===== src/logic/tc_defs.svh =====
`ifndef TC_DEFS_SVH
`define TC_DEFS_SVH

// register byte offsets
`define TC_CTRL_OFS     8'h00
`define TC_ACTEN_OFS    8'h04
`define TC_VBASE_OFS    8'h08
`define TC_STAT_OFS     8'h0C
`define TC_MASK_OFS     8'h10
`define TC_STATE_OFS    8'h14

// controller_control_register fields
`define TC_BURST_BIT    11
`define TC_SHORT_BIT    10
`define TC_RCHAIN_BIT   4

// reset values
`define TC_CTRL_RST     32'h0000_0000
`define TC_ACTEN_RST    32'h0000_0000
`define TC_VBASE_RST    32'h0000_0000
`define TC_STAT_RST     3'h0
`define TC_MASK_RST     3'h0

// status / mask bits
`define TC_ST_CPUINT    0
`define TC_ST_DISABLE   1
`define TC_ST_CHAIN     2

// mode_word_a fields
`define TC_MD_HI        7
`define TC_MD_LO        6
`define TC_SZ_HI        5
`define TC_SZ_LO        4
`define TC_SM_BIT       3
`define TC_MODE_REPEAT  2'h1

// mode_word_b fields
`define TC_CHAIN_ENABLE_BIT     7
`define TC_CHAIN_ON_COUNT_ZERO_SELECT_BIT     6
`define TC_PER_TRANSFER_INTERRUPT_SELECT_BIT    5
`define TC_DM_BIT       3

// descriptor geometry
`define TC_NORMAL_WORDS 2'h3
`define TC_SHORT_WORDS  2'h2
`define TC_UPPER_ONES   8'hFF

// bus answers
`define TC_RESP_OKAY    2'h0
`define TC_RESP_SLVERR  2'h2

`endif


===== src/logic/tc_pkg.sv =====
package tc_pkg;
	typedef enum logic [2:0] {
		ST_IDLE,
		ST_GRANT,
		ST_VEC,
		ST_FETCH,
		ST_READ,
		ST_WRITE,
		ST_BACK,
		ST_DONE
	} tc_state_t;

	typedef struct packed {
		logic [7:0]  mode_word_a;
		logic [7:0]  mode_word_b;
		logic [31:0] source_address_reg;
		logic [31:0] destination_address_reg;
		logic [15:0] transfer_count_a;
		logic [15:0] block_count_b;
	} tc_desc_t;
endpackage


===== src/logic/tc_mem_if.sv =====
`timescale 1ns/1ps
interface tc_mem_if;
	logic        start;
	logic        we;
	logic [1:0]  size;
	logic [31:0] addr;
	logic [31:0] wdata;
	logic [31:0] rdata;
	logic        done;

	modport fsm (output start, we, size, addr, wdata, input rdata, done);
	modport mst (input start, we, size, addr, wdata, output rdata, done);
endinterface


===== src/logic/tc_bus_master.sv =====
`timescale 1ns/1ps
module tc_bus_master (
	input  wire logic        mclk_i,
	input  wire logic        reset_i,
	tc_mem_if.mst            op,
	output logic             mem_req_o,
	output logic             mem_we_o,
	output logic [1:0]       mem_size_o,
	output logic [31:0]      mem_addr_o,
	output logic [31:0]      mem_wdata_o,
	input  wire logic [31:0] mem_rdata_i,
	input  wire logic        mem_ack_i
);
	logic        done;
	logic [31:0] rdata;
	wire         take = op.start & ~mem_req_o;
	wire         fin  = mem_req_o & mem_ack_i;

	assign op.done  = done;
	assign op.rdata = rdata;

	// one access at a time, held until acknowledged
	always_ff @(posedge mclk_i) begin
		if (reset_i) begin
			mem_req_o   <= 1'b0;
			mem_we_o    <= 1'b0;
			mem_size_o  <= 2'h0;
			mem_addr_o  <= 32'h0000_0000;
			mem_wdata_o <= 32'h0000_0000;
			done        <= 1'b0;
			rdata       <= 32'h0000_0000;
		end else begin
			done <= fin;
			if (take) begin
				mem_req_o   <= 1'b1;
				mem_we_o    <= op.we;
				mem_size_o  <= op.size;
				mem_addr_o  <= op.addr;
				mem_wdata_o <= op.wdata;
			end else if (fin) begin
				mem_req_o <= 1'b0;
				rdata     <= mem_rdata_i;
			end
		end
	end
endmodule


===== src/logic/tc_chain_ctrl.sv =====
// Notes on behaviour
// - a descriptor with chain_enable set makes one activation run several descriptors back to back.
// - with chain_enable and chain_on_count_zero_select set, chaining waits for the count to reach 0.
// - a chained descriptor raises no cpu interrupt and touches neither source flag nor activation enable.
// - in repeat mode with repeat_chain_enable, chaining follows the transfer made at count 1.
// - every chained descriptor holds its own addresses, counts and mode words, used on their own.
// - burst_hold_bus at 0 (bit 11, reset 0) releases the bus after each activation source.
// - burst_hold_bus at 1 keeps the bus while requests are pending and releases after the last.
// - short_address_mode at 0 (bit 10) fetches a descriptor as 4 longwords, normal layout.
// - short_address_mode at 1 fetches a descriptor as 3 longwords, compact layout.
// - short_address_mode forces the top 8 address bits to ones; software uses it for peripheral-ram only.
`timescale 1ns/1ps
`include "tc_defs.svh"
module tc_chain_ctrl #(
	parameter int NSRC = 8
) (
	input  wire logic            mclk_i,
	input  wire logic            reset_i,
	input  wire logic [7:0]      s_axi_awaddr_i,
	input  wire logic            s_axi_awvalid_i,
	output logic                 s_axi_awready_o,
	input  wire logic [31:0]     s_axi_wdata_i,
	input  wire logic [3:0]      s_axi_wstrb_i,
	input  wire logic            s_axi_wvalid_i,
	output logic                 s_axi_wready_o,
	output logic [1:0]           s_axi_bresp_o,
	output logic                 s_axi_bvalid_o,
	input  wire logic            s_axi_bready_i,
	input  wire logic [7:0]      s_axi_araddr_i,
	input  wire logic            s_axi_arvalid_i,
	output logic                 s_axi_arready_o,
	output logic [31:0]          s_axi_rdata_o,
	output logic [1:0]           s_axi_rresp_o,
	output logic                 s_axi_rvalid_o,
	input  wire logic            s_axi_rready_i,
	input  wire logic [NSRC-1:0] act_req_i,
	output logic                 bus_req_o,
	input  wire logic            bus_gnt_i,
	output logic                 mem_req_o,
	output logic                 mem_we_o,
	output logic [1:0]           mem_size_o,
	output logic [31:0]          mem_addr_o,
	output logic [31:0]          mem_wdata_o,
	input  wire logic [31:0]     mem_rdata_i,
	input  wire logic            mem_ack_i,
	output logic                 cpu_irq_o,
	output logic                 src_clr_o,
	output logic [7:0]           evt_src_o,
	output logic                 irq_o
);
	localparam int SW = $clog2(NSRC);

	tc_mem_if op ();

	tc_bus_master u_mst (
		.mclk_i     (mclk_i),
		.reset_i    (reset_i),
		.op         (op),
		.mem_req_o  (mem_req_o),
		.mem_we_o   (mem_we_o),
		.mem_size_o (mem_size_o),
		.mem_addr_o (mem_addr_o),
		.mem_wdata_o(mem_wdata_o),
		.mem_rdata_i(mem_rdata_i),
		.mem_ack_i  (mem_ack_i)
	);

	tc_pkg::tc_state_t state;
	tc_pkg::tc_desc_t  d;
	logic [31:0]       ctrl;
	logic [NSRC-1:0]   acten;
	logic [31:0]       vbase;
	logic [2:0]        stat;
	logic [2:0]        mask;
	logic [NSRC-1:0]   pend;
	logic [SW-1:0]     src;
	logic [31:0]       desc_addr;
	logic [1:0]        widx;
	logic              short_lat;
	logic              acc_wait;
	logic              cnt_hit;
	logic [31:0]       data_buf;
	logic [31:0]       sar0;
	logic [31:0]       dar0;
	logic              aw_full;
	logic              w_full;
	logic [7:0]        aw_addr;
	logic [31:0]       w_data;
	logic [3:0]        w_strb;

	// source pick: lowest index pending and enabled
	wire [NSRC-1:0] ready_src = pend & acten;
	wire            any_ready = |ready_src;
	logic [SW-1:0]  pick;
	always_comb begin
		pick = '0;
		for (int i = NSRC - 1; i >= 0; i--) begin
			if (ready_src[i])
				pick = SW'(i);
		end
	end

	// descriptor view
	wire       chain_enable   = d.mode_word_b[`TC_CHAIN_ENABLE_BIT];
	wire       chain_on_count_zero_select   = d.mode_word_b[`TC_CHAIN_ON_COUNT_ZERO_SELECT_BIT];
	wire       per_transfer_interrupt_select  = d.mode_word_b[`TC_PER_TRANSFER_INTERRUPT_SELECT_BIT];
	wire       rpt    = d.mode_word_a[`TC_MD_HI:`TC_MD_LO] == `TC_MODE_REPEAT;
	wire [1:0] sz     = d.mode_word_a[`TC_SZ_HI:`TC_SZ_LO];
	wire       burst  = ctrl[`TC_BURST_BIT];
	wire       rchain = ctrl[`TC_RCHAIN_BIT];
	wire [1:0] last_w = short_lat ? `TC_SHORT_WORDS : `TC_NORMAL_WORDS;
	wire [31:0] step  = (sz == 2'h0) ? 32'h1 : (sz == 2'h1) ? 32'h2 : 32'h4;
	wire        hit_now = rpt ? (d.transfer_count_a[7:0] == 8'h01) : (d.transfer_count_a == 16'h0001);

	// chain decision once a descriptor finishes
	wire cnt_ok   = cnt_hit & (~rpt | rchain);
	wire chain_go = chain_enable & (~chain_on_count_zero_select | cnt_ok);
	wire end_src  = (state == tc_pkg::ST_DONE) & ~chain_go;
	wire irq_fire = end_src & ~chain_enable & ((cnt_hit & ~rpt) | per_transfer_interrupt_select);
	wire dis_fire = end_src & ~chain_enable & cnt_hit & ~rpt;
	wire clr_fire = end_src & ~chain_enable & ~irq_fire;
	wire hold_bus = burst & any_ready;
	wire take_src = ((state == tc_pkg::ST_IDLE) | (end_src & hold_bus)) & any_ready;

	// descriptor word composition for write back
	function automatic logic [31:0] desc_word(input logic [1:0] k, input logic sh, input tc_pkg::tc_desc_t t);
		logic [31:0] w;
		w = 32'h0000_0000;
		unique case (k)
			2'h0: w = sh ? {t.mode_word_a, t.source_address_reg[23:0]} : {t.mode_word_a, t.mode_word_b, 16'h0000};
			2'h1: w = sh ? {t.mode_word_b, t.destination_address_reg[23:0]} : t.source_address_reg;
			2'h2: w = sh ? {t.transfer_count_a, t.block_count_b} : t.destination_address_reg;
			2'h3: w = {t.transfer_count_a, t.block_count_b};
		endcase
		return w;
	endfunction

	// bus access issue
	wire acc_state = (state == tc_pkg::ST_VEC) | (state == tc_pkg::ST_FETCH) | (state == tc_pkg::ST_READ)
		| (state == tc_pkg::ST_WRITE) | (state == tc_pkg::ST_BACK);
	wire [31:0] slot = desc_addr + {28'h0, widx, 2'h0};
	assign op.start = acc_state & ~acc_wait;
	assign op.we    = (state == tc_pkg::ST_WRITE) | (state == tc_pkg::ST_BACK);
	assign op.size  = ((state == tc_pkg::ST_READ) | (state == tc_pkg::ST_WRITE)) ? sz : 2'h2;
	assign op.addr  = (state == tc_pkg::ST_VEC) ? vbase + {{(30 - SW){1'b0}}, src, 2'h0}
		: (state == tc_pkg::ST_READ) ? d.source_address_reg : (state == tc_pkg::ST_WRITE) ? d.destination_address_reg : slot;
	assign op.wdata = (state == tc_pkg::ST_BACK) ? desc_word(widx, short_lat, d) : data_buf;

	// mastership held from request until the end of service
	assign bus_req_o = state != tc_pkg::ST_IDLE;

	always_ff @(posedge mclk_i) begin
		if (reset_i)
			acc_wait <= 1'b0;
		else if (op.start)
			acc_wait <= 1'b1;
		else if (op.done)
			acc_wait <= 1'b0;
	end

	// sequencer
	always_ff @(posedge mclk_i) begin
		if (reset_i) begin
			state     <= tc_pkg::ST_IDLE;
			src       <= '0;
			short_lat <= 1'b0;
			desc_addr <= 32'h0000_0000;
			widx      <= 2'h0;
		end else begin
			unique case (state)
				tc_pkg::ST_IDLE: if (any_ready) state <= tc_pkg::ST_GRANT;
				tc_pkg::ST_GRANT: if (bus_gnt_i) state <= tc_pkg::ST_VEC;
				tc_pkg::ST_VEC: if (op.done) begin
					desc_addr <= op.rdata;
					widx      <= 2'h0;
					state     <= tc_pkg::ST_FETCH;
				end
				tc_pkg::ST_FETCH: if (op.done) begin
					widx  <= (widx == last_w) ? 2'h0 : widx + 2'h1;
					state <= (widx == last_w) ? tc_pkg::ST_READ : tc_pkg::ST_FETCH;
				end
				tc_pkg::ST_READ: if (op.done) state <= tc_pkg::ST_WRITE;
				tc_pkg::ST_WRITE: if (op.done) state <= tc_pkg::ST_BACK;
				tc_pkg::ST_BACK: if (op.done) begin
					widx  <= (widx == last_w) ? 2'h0 : widx + 2'h1;
					state <= (widx == last_w) ? tc_pkg::ST_DONE : tc_pkg::ST_BACK;
				end
				tc_pkg::ST_DONE: begin
					if (chain_go) begin
						desc_addr <= desc_addr + {28'h0, last_w, 2'h0} + 32'h4;
						state     <= tc_pkg::ST_FETCH;
					end else if (hold_bus)
						state <= tc_pkg::ST_VEC;
					else
						state <= tc_pkg::ST_IDLE;
				end
			endcase
			if (take_src) begin
				src       <= pick;
				short_lat <= ctrl[`TC_SHORT_BIT];
			end
		end
	end

	// descriptor load and update
	always_ff @(posedge mclk_i) begin
		if (reset_i) begin
			d        <= '0;
			sar0     <= 32'h0000_0000;
			dar0     <= 32'h0000_0000;
			data_buf <= 32'h0000_0000;
			cnt_hit  <= 1'b0;
		end else if (op.done) begin
			unique case (state)
				tc_pkg::ST_FETCH: begin
					unique case ({short_lat, widx})
						3'h0: {d.mode_word_a, d.mode_word_b} <= op.rdata[31:16];
						3'h1: {d.source_address_reg, sar0} <= {op.rdata, op.rdata};
						3'h2: {d.destination_address_reg, dar0} <= {op.rdata, op.rdata};
						3'h3, 3'h6: {d.transfer_count_a, d.block_count_b} <= op.rdata;
						3'h4: begin
							d.mode_word_a <= op.rdata[31:24];
							d.source_address_reg <= {`TC_UPPER_ONES, op.rdata[23:0]};
							sar0  <= {`TC_UPPER_ONES, op.rdata[23:0]};
						end
						3'h5: begin
							d.mode_word_b <= op.rdata[31:24];
							d.destination_address_reg <= {`TC_UPPER_ONES, op.rdata[23:0]};
							dar0  <= {`TC_UPPER_ONES, op.rdata[23:0]};
						end
						default: data_buf <= data_buf;
					endcase
				end
				tc_pkg::ST_READ: data_buf <= op.rdata;
				tc_pkg::ST_WRITE: begin
					cnt_hit <= hit_now;
					if (rpt & hit_now) begin
						d.transfer_count_a[7:0] <= d.transfer_count_a[15:8];
						d.source_address_reg      <= sar0;
						d.destination_address_reg      <= dar0;
					end else begin
						d.transfer_count_a <= rpt ? {d.transfer_count_a[15:8], d.transfer_count_a[7:0] - 8'h01} : d.transfer_count_a - 16'h0001;
						if (d.mode_word_a[`TC_SM_BIT])
							d.source_address_reg <= d.source_address_reg + step;
						if (d.mode_word_b[`TC_DM_BIT])
							d.destination_address_reg <= d.destination_address_reg + step;
					end
				end
				default: cnt_hit <= cnt_hit;
			endcase
		end
	end

	// activation pending, events to cpu and sources
	always_ff @(posedge mclk_i) begin
		if (reset_i) begin
			pend      <= '0;
			cpu_irq_o <= 1'b0;
			src_clr_o <= 1'b0;
			evt_src_o <= 8'h00;
		end else begin
			pend      <= (pend & ~(take_src ? NSRC'(1) << pick : '0)) | act_req_i;
			cpu_irq_o <= irq_fire;
			src_clr_o <= clr_fire;
			if (end_src)
				evt_src_o <= 8'(src);
		end
	end

	// register slave: write side
	wire       wr_en  = aw_full & w_full & ~s_axi_bvalid_o;
	wire [31:0] wmask = {{8{w_strb[3]}}, {8{w_strb[2]}}, {8{w_strb[1]}}, {8{w_strb[0]}}};
	wire [31:0] wval  = w_data & wmask;
	wire       wr_ctl = wr_en & (aw_addr == `TC_CTRL_OFS);
	wire       wr_act = wr_en & (aw_addr == `TC_ACTEN_OFS);
	wire       wr_vb  = wr_en & (aw_addr == `TC_VBASE_OFS);
	wire       wr_st  = wr_en & (aw_addr == `TC_STAT_OFS);
	wire       wr_mk  = wr_en & (aw_addr == `TC_MASK_OFS);
	wire       wr_hit = wr_ctl | wr_act | wr_vb | wr_st | wr_mk | (aw_addr == `TC_STATE_OFS);
	wire [2:0] st_set = {end_src & chain_go ? 1'b0 : (state == tc_pkg::ST_DONE) & chain_go, dis_fire, irq_fire};
	wire [NSRC-1:0] dis_mask = dis_fire ? NSRC'(1) << src : '0;

	assign s_axi_awready_o = ~aw_full;
	assign s_axi_wready_o  = ~w_full;

	always_ff @(posedge mclk_i) begin
		if (reset_i) begin
			aw_full <= 1'b0;
			w_full  <= 1'b0;
			aw_addr <= 8'h00;
			w_data  <= 32'h0000_0000;
			w_strb  <= 4'h0;
		end else begin
			if (s_axi_awvalid_i & ~aw_full) begin
				aw_full <= 1'b1;
				aw_addr <= {s_axi_awaddr_i[7:2], 2'h0};
			end else if (wr_en)
				aw_full <= 1'b0;
			if (s_axi_wvalid_i & ~w_full) begin
				w_full <= 1'b1;
				w_data <= s_axi_wdata_i;
				w_strb <= s_axi_wstrb_i;
			end else if (wr_en)
				w_full <= 1'b0;
		end
	end

	always_ff @(posedge mclk_i) begin
		if (reset_i) begin
			ctrl           <= `TC_CTRL_RST;
			acten          <= NSRC'(`TC_ACTEN_RST);
			vbase          <= `TC_VBASE_RST;
			stat           <= `TC_STAT_RST;
			mask           <= `TC_MASK_RST;
			s_axi_bvalid_o <= 1'b0;
			s_axi_bresp_o  <= `TC_RESP_OKAY;
		end else begin
			if (wr_ctl)
				ctrl <= (ctrl & ~wmask) | wval;
			acten <= (wr_act ? ((acten & ~wmask[NSRC-1:0]) | wval[NSRC-1:0]) : acten) & ~dis_mask;
			if (wr_vb)
				vbase <= (vbase & ~wmask) | wval;
			if (wr_mk)
				mask <= (mask & ~wmask[2:0]) | wval[2:0];
			stat <= (stat & ~(wr_st ? wval[2:0] : 3'h0)) | st_set;
			if (wr_en) begin
				s_axi_bvalid_o <= 1'b1;
				s_axi_bresp_o  <= wr_hit ? `TC_RESP_OKAY : `TC_RESP_SLVERR;
			end else if (s_axi_bready_i)
				s_axi_bvalid_o <= 1'b0;
		end
	end

	assign irq_o = |(stat & mask);

	// register slave: read side
	wire [7:0] ra = {s_axi_araddr_i[7:2], 2'h0};
	wire [31:0] busy_word = {16'h0000, 8'(src), 4'h0, short_lat, 3'(state)};
	wire ra_hit = (ra == `TC_CTRL_OFS) | (ra == `TC_ACTEN_OFS) | (ra == `TC_VBASE_OFS)
		| (ra == `TC_STAT_OFS) | (ra == `TC_MASK_OFS) | (ra == `TC_STATE_OFS);
	wire [31:0] rd_word = (ra == `TC_CTRL_OFS) ? ctrl : (ra == `TC_ACTEN_OFS) ? 32'(acten)
		: (ra == `TC_VBASE_OFS) ? vbase : (ra == `TC_STAT_OFS) ? {29'h0, stat}
		: (ra == `TC_MASK_OFS) ? {29'h0, mask} : (ra == `TC_STATE_OFS) ? busy_word : 32'h0000_0000;

	assign s_axi_arready_o = ~s_axi_rvalid_o;

	always_ff @(posedge mclk_i) begin
		if (reset_i) begin
			s_axi_rvalid_o <= 1'b0;
			s_axi_rdata_o  <= 32'h0000_0000;
			s_axi_rresp_o  <= `TC_RESP_OKAY;
		end else if (s_axi_arvalid_i & ~s_axi_rvalid_o) begin
			s_axi_rvalid_o <= 1'b1;
			s_axi_rdata_o  <= rd_word;
			s_axi_rresp_o  <= ra_hit ? `TC_RESP_OKAY : `TC_RESP_SLVERR;
		end else if (s_axi_rready_i)
			s_axi_rvalid_o <= 1'b0;
	end
endmodule


===== config.mk =====
export PLATFORM = sky130hd
export DESIGN_NAME = tc_chain_ctrl
export DESIGN_NICKNAME = d
export VERILOG_FILES = /design/src/logic/tc_pkg.sv /design/src/logic/tc_mem_if.sv /design/src/logic/tc_bus_master.sv /design/src/logic/tc_chain_ctrl.sv
export VERILOG_INCLUDE_DIRS = /design/src /design/src/logic
export SDC_FILE = /design/constraint.sdc
export NUM_CORES = 1
export LEC_CHECK = 0
export BUFFER_PORTS_ARGS = -buffer_cell sky130_fd_sc_hd__buf_2
export CAP_MARGIN = 25
export CELL_PAD_IN_SITES_DETAIL_PLACEMENT = 1
export CELL_PAD_IN_SITES_GLOBAL_PLACEMENT = 1
export CORE_ASPECT_RATIO = 2
export CORE_MARGIN = 5
export CORE_UTILIZATION = 30
export CTS_CLUSTER_SIZE = 24
export DETAILED_ROUTE_END_ITERATION = 10
export PLACE_DENSITY = 0.59
export SLEW_MARGIN = 20
export SYNTH_ARGS = -nofsm -noshare
export SYNTH_HDL_FRONTEND = slang
export SYNTH_SLANG_ARGS = --single-unit

===== constraint.sdc =====
create_clock -name mclk_i -period 6.4 [get_ports mclk_i]
set_input_delay 0.32 -clock mclk_i [delete_from_list [all_inputs] [get_ports mclk_i]]
set_output_delay 0.32 -clock mclk_i [all_outputs]
set_load 0.03 [all_outputs]

# ---- Word level (Yosys, flattened, before mapping)
# Cells that the tools add are included.
dict set report word_totals {
  output_inout_bits 121
  reg_bits 525
  in_bits 101
  elab_cells 297
}
dict set report op_classes {
  muxes 75
  reduce_logical 39
  shifts 2
  bitwise 82
  add_sub_neg 9
  eq_ne 47
}
# op count
set op_table {}
lappend op_table {{$mux W32} 14}
lappend op_table {{$pmux W32 S2} 3}
lappend op_table {{$pmux W80 S2} 1}
lappend op_table {{$pmux W32 S4} 1}
lappend op_table {{$and A32 B32 Y32} 3}
lappend op_table {{$add A32 B3 Y32} 2}
lappend op_table {{$add A32 B4 Y32} 2}
lappend op_table {{$mux W64} 1}
lappend op_table {{$or A32 B32 Y32} 2}
lappend op_table {{$mux W3} 19}
lappend op_table {{$mux W8} 5}
lappend op_table {{$mux W11} 3}
lappend op_table {{$add A32 B3 Y32 const B} 1}
lappend op_table {{$add A32 B5 Y32} 1}
lappend op_table {{$and A8 B8 Y8} 4}
lappend op_table {{$not A32 Y32} 1}
lappend op_table {{$and A1 B1 Y1} 28}
lappend op_table {{$eq A6 B2 Y1 const B} 4}
lappend op_table {{$eq A6 B3 Y1 const B} 4}
lappend op_table {{$mux W24} 1}
lappend op_table {{$not A8 Y8} 3}
lappend op_table {{$pmux W3 S8} 1}
lappend op_table {{$reduce_and A3 Y1} 8}
lappend op_table {{$reduce_bool A2 Y1} 12}
lappend op_table {{other kinds (39)} 130}

# ---- Logic depth before layout (Yosys ltp)
dict set report logic_depth {
  word_depth 15
  depth_mapped 11
  mapped_depth_nobuf 11
}

# ---- Hierarchy
# A second synthesis with hierarchy kept.
dict set report hier_totals {
  hier_cells 3589
  area_unflattened_um2 27729.1
}
# mod area_each_um2 cells_each instances seq_area_each_um2
set by_module_without_submodules {}
lappend by_module_without_submodules {tc_chain_ctrl 23218.5 3133 1 8448.1}
lappend by_module_without_submodules {tc_bus_master 4510.6 456 1 2021.9}

# ---- Worst setup path before layout
# No wires, ideal clock.
dict set report synth_timing {
  path_type {register -> register}
  startpoint {register d[108] in the netlist's numbering}
  endpoint {register d[94] in the netlist's numbering}
  slack_ns 3.718
  t_required_ns 6.267
  arrival_time_ns 2.548
  n_path_buf 0
  stages_incl_launch_ff 11
  setup_ns 0.133
  cell_sequence {dfxtp_1 -> nor2_1 -> ha_1 -> inv_1 -> fa_1 -> nand2b_4 -> a2111oi_4 -> nand4_4 -> or4_4 -> nand3_2 -> a211oi_2}
}
dict set report synth_between {
  elab_chain_cells 7
  word_cells_on_any_way 8
  classes_between {add/sub (1); eq/ne (1); mux (5); reduce/logical (1)}
}
# item line_no
set synth_lines {}
lappend synth_lines {{start: declaration} tc_chain_ctrl.sv:69} ;# tc_pkg::tc_desc_t d;
lappend synth_lines {{$eq A2 B1 Y1} tc_chain_ctrl.sv:112} ;# wire [31:0] step = (sz == 2'h0) ? 32'h1 : (sz == 2'h1) ? 32'h2 : 32'h4;
lappend synth_lines {{$mux W3} tc_chain_ctrl.sv:112}
lappend synth_lines {{$mux W3 (*)} tc_chain_ctrl.sv:112}
lappend synth_lines {{$add A32 B3 Y32 (*)} tc_chain_ctrl.sv:244} ;# d.source_address_reg <= d.source_address_reg + step;
lappend synth_lines {{$mux W32 (*)} tc_chain_ctrl.sv:243} ;# if (d.mode_word_a[`TC_SM_BIT])
lappend synth_lines {{$mux W64 (*)} tc_chain_ctrl.sv:237} ;# if (rpt & hit_now) begin
lappend synth_lines {{$pmux W80 S2 (*)} tc_chain_ctrl.sv:214} ;# unique case (state)
# Every way passes the cells marked *; elsewhere a longest branch is shown, timed or not. The select of a mux whose other input is x is not followed.
# A chain may end at the register's enable or synchronous reset.

# ---- Worst setup path in the final report
dict set report layout_timing {
  startpoint {register widx[0]}
  endpoint {register d[35] in the netlist's numbering}
}
dict set report layout_between {
  elab_chain_cells 3
  word_cells_on_any_way 4
  classes_between {eq/ne (3); reduce/logical (1)}
}
# item line_no
set layout_lines {}
lappend layout_lines {{start: declaration} tc_chain_ctrl.sv:78} ;# logic [1:0] widx;
lappend layout_lines {{start signal: assignment} tc_chain_ctrl.sv:179} ;# widx <= (widx == last_w) ? 2'h0 : widx + 2'h1;
lappend layout_lines {{start signal: assignment} tc_chain_ctrl.sv:185} ;# widx <= (widx == last_w) ? 2'h0 : widx + 2'h1;
lappend layout_lines {{$eq A3 B3 Y1 / $eq A3 B2 Y1 (equally long branches)} tc_chain_ctrl.sv:216} ;# unique case ({short_lat, widx})
lappend layout_lines {{$ne A3 B1 Y1 (no source line) (*)} n/a}
lappend layout_lines {{$reduce_and A4 Y1 (no source line) (*)} n/a}
# Every way passes the cells marked *; elsewhere a longest branch is shown, timed or not.

==> results.ini <==
[synthesis]
ys_types = 91
muxShareOfSynthArea_pct = 2.99
async_flop_share_pct = 0
yosys_warnings = 0
synth_edf_count = 0
syn_avg_cell_area_um2 = 7.76
ys.flop_type = dfxtp_1
synth_top_family_by_area = compound AO/OA/AOI/OAI gates
synthAdderAreaFrac_pct = 1.36
syn_area_um2 = 26600
yosys.area_share.simple_pct = 23.1
synthXorXnorAreaFrac_pct = 2.73
seq_area_frac_synth_pct = 39.4
synthCells = 3430
ys_ff_latch = 523
synth_compound_area_share_pct = 24.8

[setup_path]
setup.worst_path.end = d[35]$_SDFFE_PP0P_
cp_slowest_stage_delay_ns = 0.77
rr_worst_depth = 9
cp_top_family = compound AO/OA/AOI/OAI gates
crit_cells = 9
worstPathBufferInverterCount = 2
critPathCaptureType = flop
crit_arrival_ns = 4.54
path_max_fanout = 20
r2r-end = d[35]$_SDFFE_PP0P_
cp_cell_sequence = inv_1 -> ha_1 -> mux2_2 -> a21oi_1 -> a211oi_2 -> buf_4 -> nand2_2 -> nor4_1 -> a31o_1
slowest_stage = a211oi_2
crit_required_ns = 6.98
startpoint = widx[0]$_SDFFE_PP0P_
rrSetupSlack_ns = 2.44
reg2reg_from = widx[0]$_SDFFE_PP0P_
startpoint_type = flop
crit_type = flop to flop

[timing]
slew_viol_final = 0
final_min_period_over_clock_period_pct = 61.9
fin_crit_ns = 3.96
fmax_mhz = 253
relSlewSlack_pct = 24.2
rsz0062_at_grt = no
final_hold_viol_count = 0
setup_viol = 0
tns_ns = 0
fin_skew_ns = 0.0254
tightest_slew_ns = 1.14

[grt]
grt_overflow_total = 0
antenna_found_initial = 4
grt_max_degree = 150
grt_usage_pct = 26.5
grt_pass1_vias = 27834
grt_pass1_wl_um = 189000

[power]
irDropWorstVdd_v = 0.000211
total_power_mw = 7.45
p_leak_nw = 10.7
powerDensity_nw_per_um2 = 239

[layout]
fin_nets = 3673
area_delta_synth_final_pct = 17.2
final_cell_mix = nand2_1 (625), dfxtp_1 (521), a21oi_1 (432)
drive_gt1_share_pct = 12.3
final_common_cell = nand2_1

[drt]
drt_iter0_markers = 1456
viasPerCell = 5.66
first_pass_iters = 5
vias = 26953
drc = 0
routed_wl_um = 129000
ant_nets = 0
wl_per_cell_um = 27.2

[clock_tree]
cts_resized = 0
cts_tree = built
clockBufferDepth = 3
cts_sinks = 523
clk_latency_ns = 0.64
cts_made_buffers = 52
cts_setup_buffers = 0
htreeDepth = 2
cts-root-buf = clkbuf_16
clkTransAtPathRegs_ns = 0.07

[worst_hold_path]
hold_path.class = primary input to flop

[floorplanning]
initial_core_util_pct = 30.2
io_pins = 222
die_w_um = 221
die_y_um = 431
rows = 154
core-area_um2 = 88100
die_area_um2 = 95100

[outcome]
status = completed

[placed_design]
gp_congestion = 0.944
dp_hpwl_um = 94500
io_buffer_count = 210

[run]
max_cap_violations = 0

how the worst min path moves through the flow:
| stage | endpoint | start | cells past startpoint |
|---|---|---|---|
| 3_5_place_dp | u_mst.mem_addr_o[10]$_SDFFE_PP0P_ | u_mst.mem_addr_o[10]$_SDFFE_PP0P_ | 2 |
| 6_report | s_axi_rresp_o[1]$_SDFFE_PP0P_ | s_axi_araddr_i[3] | 3 |
| 2_1_floorplan | s_axi_rvalid_o$_SDFFE_PP0P_ | s_axi_rready_i | 1 |
| 5_1_grt | s_axi_rresp_o[1]$_SDFFE_PP0P_ | s_axi_araddr_i[3] | 3 |
| 4_1_cts | s_axi_rresp_o[1]$_SDFFE_PP0P_ | s_axi_araddr_i[3] | 3 |
| 3_3_place_gp | u_mst.mem_addr_o[10]$_SDFFE_PP0P_ | u_mst.mem_addr_o[10]$_SDFFE_PP0P_ | 2 |
worst register-to-register path, stage by stage (launching register included):
cell and delay, ns:
dfxtp_1 0.39, inv_1 0.14, ha_1 0.58, mux2_2 0.64, a21oi_1 0.28, a211oi_2 0.77, buf_4 0.39, nand2_2 0.25
nor4_1 0.33, a31o_1 0.13
layout make-up:
class	count	area, um^2
Sequential cell	523	10500
Tap cell	1170	1460
Fill cell	10691	56900
Clock inverter	23	340
Inverter	41	155
Antenna cell	1	2.50
Multi-Input combinational cell	2557	14700
Clock buffer	72	1490
Timing Repair Buffer	371	2540
kinds of logic after synthesis:
group	Yosys count
simple gates	1318
compound gates	1045
flops	523
buf+inv	356
xor+xnor	83
mux	78
fa+ha+maj	26
other cells	1
synth_stat cells, types with 7 or more instances:
cell type	count	share of area (%)
a211oi_1	75	2.1
a21o_1	11	0.31
a21oi_1	434	8.2
a221oi_1	45	1.5
a222oi_1	14	0.53
a22o_1	58	1.9
a22oi_1	39	1.1
a311oi_1	23	0.76
a31oi_1	27	0.63
a32o_1	8	0.30
and2_1	20	0.47
and3_1	24	0.56
and4_1	13	0.43
buf_1	17	0.24
buf_2	55	1.0
buf_4	21	0.59
clkbuf_1	215	3.0
dfxtp_1	523	39
ha_1	21	0.99
inv_1	41	0.58
mux2_2	11	0.47
mux2i_1	67	2.5
nand2_1	626	8.8
nand2b_1	20	0.47
nand3_1	115	2.2
nand4_1	41	0.96
nor2_1	249	3.5
nor2b_1	21	0.49
nor3_1	94	1.8
nor4_1	23	0.54
nor4_4	7	0.56
o211ai_1	30	0.85
o21a_1	9	0.25
o21ai_0	170	3.2
o22ai_1	22	0.52
o2bb2ai_1	7	0.23
o31a_1	7	0.23
o31ai_1	10	0.28
o32ai_1	9	0.30
or3_1	12	0.28
xnor2_1	36	1.2
xor2_1	47	1.5
per-layer routing:
metal | part of all wire [%] | vias up | track usage (%)
li1 | - | 12496 | -
met1 | 34 | 13325 | 26.1
met2 | 50 | 753 | 47.3
met3 | 4.2 | 379 | 3.93
met4 | 11 | 0 | 23.6
met5 | 0 | - | 0
power by group:
part / internal [mW] / switching [mW]
Combinational: 0.186 / 0.404
Clock: 1.95 / 1.47
Sequential: 3.33 / 0.111
through the flow:
stage	setup slack, ns	hold WS, ns	std cells	utilization (%)	instance area, um^2
floorplan	3.72	0.419	3436	-	26600
global placement	2.59	0.431	4571	32.3	28400
detailed placement	2.49	0.438	4572	32.3	28400
CTS	2.44	0.0330	4754	35.4	31100
global route	2.25	0.109	4757	35.4	31200
finish	2.44	0.0767	4758	35.4	31200
repair_timing:
item,in CTS,in global routing
hold endpoints to repair,86,0
hold buffers,87,0
setup endpoints to repair,0,0
Power figures use the tool's default switching activity.
